<file path="src/logic/irc_pkg.sv">
// Package: register map, field layout and defaults for input conditioning
package irc_pkg;

    // ------------------------------------------------------------------
    // Register map
    // ------------------------------------------------------------------
    localparam int IRC_NUM_INPUTS = 5;
    localparam int IRC_ADDR_W = 8;
    localparam int IRC_DATA_W = 8;
    localparam int IRC_IDX_W = 3;

    // Index 0 first single-ended input, then second TTL, two DIFF, third
    localparam logic [IRC_NUM_INPUTS-1:0][IRC_ADDR_W-1:0] IRC_CFG_OFFSET = {
        8'h28, 8'h25, 8'h24, 8'h23, 8'h22
    };
    localparam logic [IRC_NUM_INPUTS-1:0][IRC_DATA_W-1:0] IRC_CFG_RESET = {
        8'h03, 8'h03, 8'h03, 8'h00, 8'h00
    };
    localparam logic [IRC_IDX_W-1:0] IRC_IDX_MISS = 3'h7;
    localparam logic [IRC_DATA_W-1:0] IRC_UNMAPPED_DATA = 8'h00;

    // ------------------------------------------------------------------
    // Field layout, bit 7 down to bit 0
    // ------------------------------------------------------------------
    typedef struct packed {
        logic prog_prediv_select;              // Bit 7
        logic fixed_prediv_select;             // Bit 6
        logic [1:0] activity_monitor_profile;  // Bits 5:4
        logic [3:0] ref_freq_select;           // Bits 3:0, stored only
    } irc_cfg_t;

    // Per-input routed references
    typedef struct packed {
        logic loop_ref;
        logic monitor_ref;
    } irc_route_t;

endpackage

</file>
<file path="src/logic/irc_prediv.sv">
// Edge-counting pre-divider for one synchronous reference input
`timescale 1ns/1ps

module irc_prediv
    import irc_pkg::*;
#(
    parameter int DIV_W = 16
) (
    input wire logic clk,
    input wire logic rst_n,
    input wire logic ref_in,
    input wire logic [DIV_W-1:0] ratio,
    output logic div_out
);

    logic prev_reg;
    logic prev_next;
    logic [DIV_W-1:0] count_reg;
    logic [DIV_W-1:0] count_next;
    logic out_reg;
    logic out_next;
    logic rise;
    logic last;

    // ------------------------------------------------------------------
    // Next state
    // ------------------------------------------------------------------
    // Ratio 0 or 1 passes the input through, one cycle late
    always_comb begin
        rise = ref_in & ~prev_reg;
        last = (ratio <= {{(DIV_W-1){1'b0}}, 1'b1})
            || (count_reg >= ratio - {{(DIV_W-1){1'b0}}, 1'b1});
        prev_next = ref_in;
        count_next = count_reg;
        if (rise) begin
            count_next = last ? '0 : count_reg + {{(DIV_W-1){1'b0}}, 1'b1};
        end
        // Only the high phase that opens a new period gets through
        out_next = ref_in & (count_next == '0);
    end

    // ------------------------------------------------------------------
    // Registers
    // ------------------------------------------------------------------
    always_ff @(posedge clk or negedge rst_n) begin
        if (!rst_n) begin
            prev_reg <= 1'b0;
            count_reg <= '0;
            out_reg <= 1'b0;
        end else begin
            prev_reg <= prev_next;
            count_reg <= count_next;
            out_reg <= out_next;
        end
    end

    assign div_out = out_reg;

endmodule // irc_prediv

</file>
<file path="src/logic/irc_input_ref_conditioning_cfg.sv">
// Per-input reference conditioning configuration registers and routing
//
// Overview of operation
// Programmable-divide bit set routes input via divider to loop and monitor.
// Fixed-division bit set routes input via preset divider to loop only.
// Fixed division brings the loop reference down to an 8 kHz rate.
// Fixed-division bit is ignored while the programmable-divide bit is set.
// Every timing input has its own activity monitor, nothing shared.
// Two-bit field picks monitor configuration zero to three for the input.
// Register layout repeats per input at its own address and default.
// Reads return the last written value of all fields, else defaults.
`timescale 1ns/1ps

module irc_input_ref_conditioning_cfg
    import irc_pkg::*;
#(
    parameter int DIV_W = 16
) (
    input wire logic clk,
    input wire logic reset_n,
    input wire logic [IRC_ADDR_W-1:0] reg_addr,
    input wire logic reg_wr,
    input wire logic reg_rd,
    input wire logic [IRC_DATA_W-1:0] reg_wdata,
    output logic [IRC_DATA_W-1:0] reg_rdata,
    input wire logic [DIV_W-1:0] prog_div_ratio,
    input wire logic [DIV_W-1:0] fixed_div_ratio,
    input wire logic [IRC_NUM_INPUTS-1:0] ref_in,
    output logic [IRC_NUM_INPUTS-1:0] loop_ref,
    output logic [IRC_NUM_INPUTS-1:0] monitor_ref,
    output logic [IRC_NUM_INPUTS-1:0][1:0] activity_monitor_profile
);

    // ------------------------------------------------------------------
    // Elaboration checks
    // ------------------------------------------------------------------
    if (DIV_W < 2) begin : g_bad_div_w
        $error("DIV_W must be at least 2");
    end

    // Miss code must stay clear of every real input index
    if (IRC_NUM_INPUTS >= (1 << IRC_IDX_W)) begin : g_bad_idx_w
        $error("IRC_IDX_W too narrow for the input count");
    end
    if (int'(IRC_IDX_MISS) < IRC_NUM_INPUTS) begin : g_bad_miss
        $error("IRC_IDX_MISS collides with an input index");
    end

    // Stored fields must fill exactly one register byte
    if ($bits(irc_cfg_t) != IRC_DATA_W) begin : g_bad_cfg_w
        $error("irc_cfg_t width differs from IRC_DATA_W");
    end

    // ------------------------------------------------------------------
    // Reset release
    // ------------------------------------------------------------------
    logic rst_meta_reg;
    logic rst_sync_reg;
    logic rst_n;
    logic rst_meta_next;
    logic rst_sync_next;

    // Ones shift in at the meta stage; only the second stage reads it
    always_comb begin
        rst_meta_next = 1'b1;
        rst_sync_next = rst_meta_reg;
    end

    // Async assert, release after two edges to avoid metastable release
    always_ff @(posedge clk or negedge reset_n) begin
        if (!reset_n) begin
            rst_meta_reg <= 1'b0;
            rst_sync_reg <= 1'b0;
        end else begin
            rst_meta_reg <= rst_meta_next;
            rst_sync_reg <= rst_sync_next;
        end
    end

    assign rst_n = rst_sync_reg;

    // ------------------------------------------------------------------
    // Address decode
    // ------------------------------------------------------------------
    // Returns the input index of a mapped offset, or the miss code
    function automatic logic [IRC_IDX_W-1:0] irc_decode(
        input logic [IRC_ADDR_W-1:0] addr
    );
        logic [IRC_IDX_W-1:0] idx;
        idx = IRC_IDX_MISS;
        if (addr == IRC_CFG_OFFSET[0]) begin
            idx = 3'h0;
        end else if (addr == IRC_CFG_OFFSET[1]) begin
            idx = 3'h1;
        end else if (addr == IRC_CFG_OFFSET[2]) begin
            idx = 3'h2;
        end else if (addr == IRC_CFG_OFFSET[3]) begin
            idx = 3'h3;
        end else if (addr == IRC_CFG_OFFSET[4]) begin
            idx = 3'h4;
        end
        return idx;
    endfunction

    // ------------------------------------------------------------------
    // Configuration registers
    // ------------------------------------------------------------------
    irc_cfg_t [IRC_NUM_INPUTS-1:0] cfg_reg;
    irc_cfg_t [IRC_NUM_INPUTS-1:0] cfg_next;
    logic [IRC_DATA_W-1:0] rdata_reg;
    logic [IRC_DATA_W-1:0] rdata_next;
    logic [IRC_IDX_W-1:0] wr_idx;
    logic [IRC_IDX_W-1:0] rd_idx;

    // Whole byte stored, frequency field included, so reads echo it
    always_comb begin
        wr_idx = irc_decode(reg_addr);
        rd_idx = irc_decode(reg_addr);
        cfg_next = cfg_reg;
        if (reg_wr && (wr_idx != IRC_IDX_MISS)) begin
            cfg_next[wr_idx] = irc_cfg_t'(reg_wdata);
        end
        rdata_next = rdata_reg;
        if (reg_rd) begin
            if (rd_idx != IRC_IDX_MISS) begin
                rdata_next = cfg_reg[rd_idx];
            end else begin
                rdata_next = IRC_UNMAPPED_DATA;
            end
        end
    end

    // Each input comes out of reset with its own default
    always_ff @(posedge clk or negedge rst_n) begin
        if (!rst_n) begin
            cfg_reg <= IRC_CFG_RESET;
            rdata_reg <= '0;
        end else begin
            cfg_reg <= cfg_next;
            rdata_reg <= rdata_next;
        end
    end

    assign reg_rdata = rdata_reg;

    // ------------------------------------------------------------------
    // Per-input routing
    // ------------------------------------------------------------------
    irc_route_t [IRC_NUM_INPUTS-1:0] route_reg;
    irc_route_t [IRC_NUM_INPUTS-1:0] route_next;
    logic [IRC_NUM_INPUTS-1:0] ref_dly_reg;
    logic [IRC_NUM_INPUTS-1:0] ref_dly_next;
    logic [IRC_NUM_INPUTS-1:0] prog_out;
    logic [IRC_NUM_INPUTS-1:0] fixed_out;

    // Separate divider state per input; fixed ratio targets 8 kHz
    for (genvar i = 0; i < IRC_NUM_INPUTS; i++) begin : g_input
        irc_prediv #(
            .DIV_W(DIV_W)
        ) u_prog_div (
            .clk(clk),
            .rst_n(rst_n),
            .ref_in(ref_in[i]),
            .ratio(prog_div_ratio),
            .div_out(prog_out[i])
        );
        irc_prediv #(
            .DIV_W(DIV_W)
        ) u_fixed_div (
            .clk(clk),
            .rst_n(rst_n),
            .ref_in(ref_in[i]),
            .ratio(fixed_div_ratio),
            .div_out(fixed_out[i])
        );
    end

    // Undivided path delayed one cycle to match the divider latency
    always_comb begin
        ref_dly_next = ref_in;
        for (int i = 0; i < IRC_NUM_INPUTS; i++) begin
            if (cfg_reg[i].prog_prediv_select) begin
                // Programmable path wins, fixed bit not looked at
                route_next[i].loop_ref = prog_out[i];
                route_next[i].monitor_ref = prog_out[i];
            end else begin
                route_next[i].monitor_ref = ref_dly_reg[i];
                if (cfg_reg[i].fixed_prediv_select) begin
                    route_next[i].loop_ref = fixed_out[i];
                end else begin
                    route_next[i].loop_ref = ref_dly_reg[i];
                end
            end
        end
    end

    // Route register closes every path, so direct and divided
    // references leave with the same two-cycle latency; a switch of
    // path never skews the loop against the monitor
    always_ff @(posedge clk or negedge rst_n) begin
        if (!rst_n) begin
            ref_dly_reg <= '0;
            route_reg <= '0;
        end else begin
            ref_dly_reg <= ref_dly_next;
            route_reg <= route_next;
        end
    end

    // ------------------------------------------------------------------
    // Outputs
    // ------------------------------------------------------------------
    // Profile straight from the stored field, one per input
    always_comb begin
        for (int i = 0; i < IRC_NUM_INPUTS; i++) begin
            loop_ref[i] = route_reg[i].loop_ref;
            monitor_ref[i] = route_reg[i].monitor_ref;
            activity_monitor_profile[i] =
                cfg_reg[i].activity_monitor_profile;
        end
    end

endmodule // irc_input_ref_conditioning_cfg

</file>
<file path="config.mk">
export PLATFORM = sky130hd
export DESIGN_NAME = irc_input_ref_conditioning_cfg
export DESIGN_NICKNAME = d
export VERILOG_FILES = /design/src/logic/irc_pkg.sv /design/src/logic/irc_prediv.sv /design/src/logic/irc_input_ref_conditioning_cfg.sv
export SDC_FILE = /design/constraint.sdc
export NUM_CORES = 1
export LEC_CHECK = 0
export BUFFER_PORTS_ARGS = -buffer_cell sky130_fd_sc_hd__buf_4
export CAP_MARGIN = 20
export CORE_ASPECT_RATIO = 1.4
export CORE_MARGIN = 5
export CORE_UTILIZATION = 60
export DETAILED_ROUTE_END_ITERATION = 8
export GPL_TIMING_DRIVEN = 1
export PLACE_DENSITY = 0.78
export SKIP_CTS_REPAIR_TIMING = 1
export SLEW_MARGIN = 20
export SYNTH_ARGS = -nofsm -noshare
export SYNTH_HDL_FRONTEND = slang
export SYNTH_SLANG_ARGS = --single-unit
</file>
<file path="constraint.sdc">
create_clock -name clk -period 9.7 [get_ports clk]
set_input_delay 1.94 -clock clk [delete_from_list [all_inputs] [get_ports clk]]
set_output_delay 1.94 -clock clk [all_outputs]
set_load 0.03 [all_outputs]
</file>
Yosys cells after proc, flatten, opt, wreduce, memory -nomap -nowiden
Index checks and enable logic that the tools add are counted.
{ "op_classes": {"reduce_logical": 22, "n_eq_ne": 6, "n_addsub": 12, "bitwise_logic": 20, "n_mux": 41, "order_cmp": 14} }
{ "op_table": {"columns": ["op", "count"], "rows": [
  ["$mux W16", 20],
  ["$add A16 B1 Y16 const B", 10],
  ["$ge A16 B16 Y1", 10],
  ["$logic_not A16 Y1", 10],
  ["$bwmux W40", 1],
  ["$eq A8 B6 Y1 const B", 5],
  ["$le A16 B1 Y1 const B", 2],
  ["$sub A16 B1 Y16 const B", 2],
  ["$bmux W8 S3", 1],
  ["$demux W8 S3", 1],
  ["$mux W8", 3],
  ["$and A1 B1 Y1", 15],
  ["$mux W2", 6],
  ["$mux W3", 4],
  ["$logic_or A1 B1 Y1", 10],
  ["$mux W1", 5],
  ["$not A1 Y1", 5],
  ["$lt A3 B4 Y1 const B", 1],
  ["$ge A3 B1 Y1 const B", 1],
  ["$ne A3 B3 Y1 const B", 1],
  ["$logic_and A1 B1 Y1", 2]
]} }
{ "totals": {"register_bits": 240, "output_inout_bits": 28} }

Longest topological paths before layout
{ "depth": {"word_depth": 11, "depth_mapped": 16, "ltp_nobuf": 14} }

Hierarchy
Synthesis repeated with hierarchy kept, for this count alone.
{ "hier_totals": {"cells_unflattened": 2166, "hier_area_um2": 19860.3} }
{ "by_module_without_submodules": {"columns": ["mod", "area_each_um2", "instances", "cells_each"], "rows": [
  ["irc_prediv (g_input[0].u_fixed_div ...)", 1679.1, 8, 191],
  ["irc_input_ref_conditioning_cfg", 2904.0, 1, 224],
  ["irc_prediv (g_input[1].u_prog_div)", 1801.7, 1, 211],
  ["irc_prediv (g_input[2].u_fixed_div)", 1721.7, 1, 203]
]} }

Least setup slack after synthesis
No wires, ideal clock.
{ "synth_path": {"path_type": "input -> register", "startpoint": "in fixed_div_ratio[6]", "endpoint": "reg g_input[4].u_fixed_div.out_reg", "arrival_ps": 5022, "cell_stages": 13, "setup_slack_ps": 4558, "n_path_buf": 1, "required_time_ps": 9580, "path_cell_list": "or4_1 or4_4 nor4_1 xnor2_1 ha_1 and4_1 and2_1 nand2_1 nor3_1 a221o_1 and2_1 clkbuf_1 a31o_1"} }
{ "synth_between": {"elab_chain_len": 7, "elab_cells_between_ends": 8} }
{ "synth_lines": {"columns": ["element", "line_no", "text"], "rows": [
  ["from (decl)", "irc_input_ref_conditioning_cfg.sv:27", "input wire logic [DIV_W-1:0] fixed_div_ratio,"],
  ["$sub A16 B1 Y16", "irc_prediv.sv:32", "|| (count_reg >= ratio - {{(DIV_W-1){1'b0}}, 1'b1});"],
  ["$ge A16 B16 Y1", "irc_prediv.sv:32", null],
  ["$logic_or A1 B1 Y1 (*)", "irc_prediv.sv:32", null],
  ["$mux W16 (*)", "irc_prediv.sv:36", "count_next = last ? '0 : count_reg + {{(DIV_W-1){1'b0}}, 1'b1};"],
  ["$mux W16 (*)", "irc_prediv.sv:35", "if (rise) begin"],
  ["$logic_not A16 Y1 (*)", "irc_prediv.sv:39", "out_next = ref_in & (count_next == '0);"],
  ["$and A1 B1 Y1 (*)", "irc_prediv.sv:39", null],
  ["named net g_input[4].u_fixed_div.out_next", "irc_prediv.sv:21", "logic out_next;"],
  ["to (signal assigned)", "irc_prediv.sv:53", "out_reg <= out_next;"],
  ["to (decl)", "irc_prediv.sv:20", "logic out_reg;"]
]} }
Mark *: on every way through the listed nets, which the timed path passes. The rest lies on a longest branch.
A chain may end at the register's enable or synchronous reset.

Final worst setup path
{ "layout_path": {"startpoint": "in fixed_div_ratio[6]", "endpoint": "reg g_input[2].u_fixed_div.out_reg"} }
{ "layout_between": {"elab_chain_len": 7, "elab_cells_between_ends": 8} }
{ "layout_lines": {"columns": ["element", "line_no"], "rows": [
  ["$sub A16 B1 Y16", "irc_prediv.sv:32"],
  ["$ge A16 B16 Y1", "irc_prediv.sv:32"],
  ["$logic_or A1 B1 Y1 (*)", "irc_prediv.sv:32"],
  ["$mux W16 (*)", "irc_prediv.sv:36"],
  ["$mux W16 (*)", "irc_prediv.sv:35"],
  ["$logic_not A16 Y1 (*)", "irc_prediv.sv:39"],
  ["$and A1 B1 Y1 (*)", "irc_prediv.sv:39"],
  ["named net g_input[2].u_fixed_div.out_next", "irc_prediv.sv:21"],
  ["to (signal assigned)", "irc_prediv.sv:53"],
  ["to (decl)", "irc_prediv.sv:20"]
]} }
Marked as above.

==> out/metrics.yaml <==
grt_pass1_wl_um: 70570
grt_pass1_vias: 14398
tightest_slew_ps: 1089
p_comb_frac: 0.234
syn_avg_cell_area_um2: 9.054
drc: 0
hp-class: "reg -> reg"
ir_drop_mv: 0.1395
h-tree-depth: 1
power_leakage_nw: 8.480
synth.top_cells.by_count: "dfrtp_1, nor2_1, ha_1"
finalCritPeriodShare: 0.5653
cts_buffer_depth: 3
dp_hpwl_um: 32580
grt_use_total: 0.2743
critical_path.cell_chain: "buf_4, or4_1, or4_4, nor4_1, xnor2_1, ha_1, and4_1, and3_1, a41oi_1, a21oi_1, o21ai_0, a2111oi_2"
cts_tree: "built"
synthFlopType: "dfrtp_1"
clock_latency_ps: 550
ys_types: 83
synth_most_common_cell: "dfrtp_1"
yosysTopAreaCell: "dfrtp_1"
die-area_um2: 31420
worst_clock_skew_ps: 20.50
grt_start_max_net_pins: 171
pwr_density_cell_nw_per_um2: 162.2
drv_cap: 0
critical-path-max-stage-delay_ps: 820
sequentialPowerShare: 0.443
synthCells: 1851
core_um2: 27570
area_delta_synth_final_pct: 9.900
rsz0062_at_grt: "no"
fin_ws_ps: 4216
swShare: 0.3381
maxSlewViolCount: 0
drt_iter0_drc: 834
tns_ps: 0
total_power_mw: 2.988
synthArstFlopShare: 1.000
post-place-ws_ps: 3601
cp-start-kind: "primary input"
clock-sinks: 235
final_nets: 2107
crit_arrival_ps: 5920
firstDrtPassIters: 5
yosys_warnings: 0
finalWeightedCongestion: 0.9169
layout-drive-gt1-share: 0.1201
dr_total_vias: 14315
io_pins: 85
p_int_mw: 1.977
synth_area_um2: 16760
io_buffers: 84
worstSetupPathType: "in -> reg"
die_h_um: 207.7
initial_core_util: 0.6079
cts_made_buffers: 25
crit_family: "simple AND/OR/NAND/NOR gates"
nFillCells: 2276
cts-root-buf: "clkbuf_16"
synth_edf_count: 0
synth_seq_cells: 235
path_clk_slew_ps: 60
stdcell_count: 2286
outcome: "finished, final reports clean"
p_sw_mw: 1.010
setup_viol: 0
antenna_found_initial: 1
min_period_ps: 5484
hold_viol_final: 0
fmax_ghz: 0.1824
final_util: 0.6681
place_inst: 2239
synth.yosys.seq_area_share: 0.3514
wire_per_inst_um: 19.10
grt_overflow: 0
syn_nets: 2062
postRouteAntennaNets: 0
core.rowCount: 72
worst_setup_path_end_kind: "register"
routed_wl_um: 43670
synth_area_leaders: "dfrtp_1, ha_1, xnor2_1"
cp_num_buf_inv: 1
path_max_fanout: 13
yosysTopAreaCellShare: 0.3419
power_frac_clock: 0.323
die_w_um: 151.2
crit_required_ps: 10140
vias_per_cell: 6.262
max-slew-margin-rel: 0.2742
crit_path_top_delay_cell: "a21oi_1"
-- final timing paths --
| path | start | to | slack [ps] | cells past startpoint |
|---|---|---|---|---|
| hold reg to reg | rst_meta_reg$_DFF_PN0_ | rst_n$_DFF_PN0_ | 350 | 0 |
| hold / removal | rst_meta_reg$_DFF_PN0_ | rst_n$_DFF_PN0_ | 350 | 0 |
| max in group asynchronous | rst_n$_DFF_PN0_ | g_input[2].u_fixed_div.count_reg[15]$_DFF_PN0_ | 7800 | 1 |
| setup reg to reg | g_input[2].u_fixed_div.count_reg[0]$_DFF_PN0_ | g_input[2].u_fixed_div.div_out$_DFF_PN0_ | 6240 | 10 |
| setup / recovery | fixed_div_ratio[6] | g_input[2].u_fixed_div.div_out$_DFF_PN0_ | 4220 | 12 |
| min in group asynchronous | rst_n$_DFF_PN0_ | g_input[3].u_fixed_div.count_reg[0]$_DFF_PN0_ | 460 | 0 |
-- cell type report --
cell class,instances,area (um2),area share
antenna,1,2.502,0.0001359
tap,370,462.9,0.02514
clock buffer,36,696.9,0.03784
sequential,235,5892,0.3199
multi-input combinational,1485,10310,0.5598
clock inverter,10,116.4,0.006318
timing repair buffer,97,740.7,0.04022
inverter,52,195.2,0.01060
-- metrics by stage --
stage          instance area [um2]  hold WS, ps
6_report                     18420        353.7
5_1_grt                      18420        365.4
4_1_cts                      18400        357.8
3_5_place_dp                 17590        345.1
3_3_place_gp                 17590        345.0
2_1_floorplan                16760        331.2
-- cells by family after synthesis --
kind of cell / share of synthesized area
buffers and inverters: 0.03412
AOI/OAI and AO/OA: 0.1393
other: 0.0002238
muxes: 0.04211
xor gates and xnor gates: 0.09452
adders and majority gates: 0.1175
and+or+nand+nor: 0.2208
DFF: 0.3514
-- power groups by stage --
| stage | registers, mW | logic, mW | clock network, mW |
|---|---|---|---|
| 2_1_floorplan | 1.25 | 0.553 | 0 |
| 3_3_place_gp | 1.33 | 0.657 | 0 |
| 3_5_place_dp | 1.33 | 0.692 | 0 |
| 4_1_cts | 1.32 | 0.699 | 0.981 |
| 5_1_grt | 1.34 | 0.795 | 1.02 |
| 6_report | 1.32 | 0.699 | 0.966 |
-- cells in the final DEF, fill, tap and decap left out, types with 8 or more instances in the layout --
| master | instances |
|---|---|
| a211o_1 | 8 |
| a211oi_1 | 8 |
| a21o_1 | 38 |
| a21oi_1 | 65 |
| a221oi_1 | 17 |
| a31oi_1 | 29 |
| and2_1 | 16 |
| and3_1 | 44 |
| and4_1 | 9 |
| buf_4 | 96 |
| clkbuf_1 | 8 |
| clkbuf_16 | 25 |
| dfrtp_1 | 228 |
| ha_1 | 154 |
| inv_1 | 52 |
| mux2_2 | 52 |
| mux2i_1 | 12 |
| nand2_1 | 128 |
| nand2b_1 | 26 |
| nand3_1 | 91 |
| nand3b_1 | 8 |
| nand4_1 | 39 |
| nor2_1 | 214 |
| nor2_2 | 11 |
| nor2b_1 | 13 |
| nor3_1 | 59 |
| nor4_1 | 32 |
| o2111ai_1 | 10 |
| o211ai_1 | 8 |
| o21ai_0 | 68 |
| o22ai_1 | 8 |
| o31ai_1 | 13 |
| o32ai_1 | 10 |
| or3_1 | 15 |
| xnor2_1 | 116 |
| xor2_1 | 63 |
-- routing by layer --
metal | vias up | part of all wire | GRT usage
li1 | 6814 | - | -
met1 | 6911 | 0.38 | 0.3098
met2 | 433 | 0.51 | 0.4946
met3 | 157 | 0.052 | 0.03407
met4 | 0 | 0.054 | 0.1442
met5 | - | 0 | 0
Note: power is estimated with default switching activity, not from simulation.
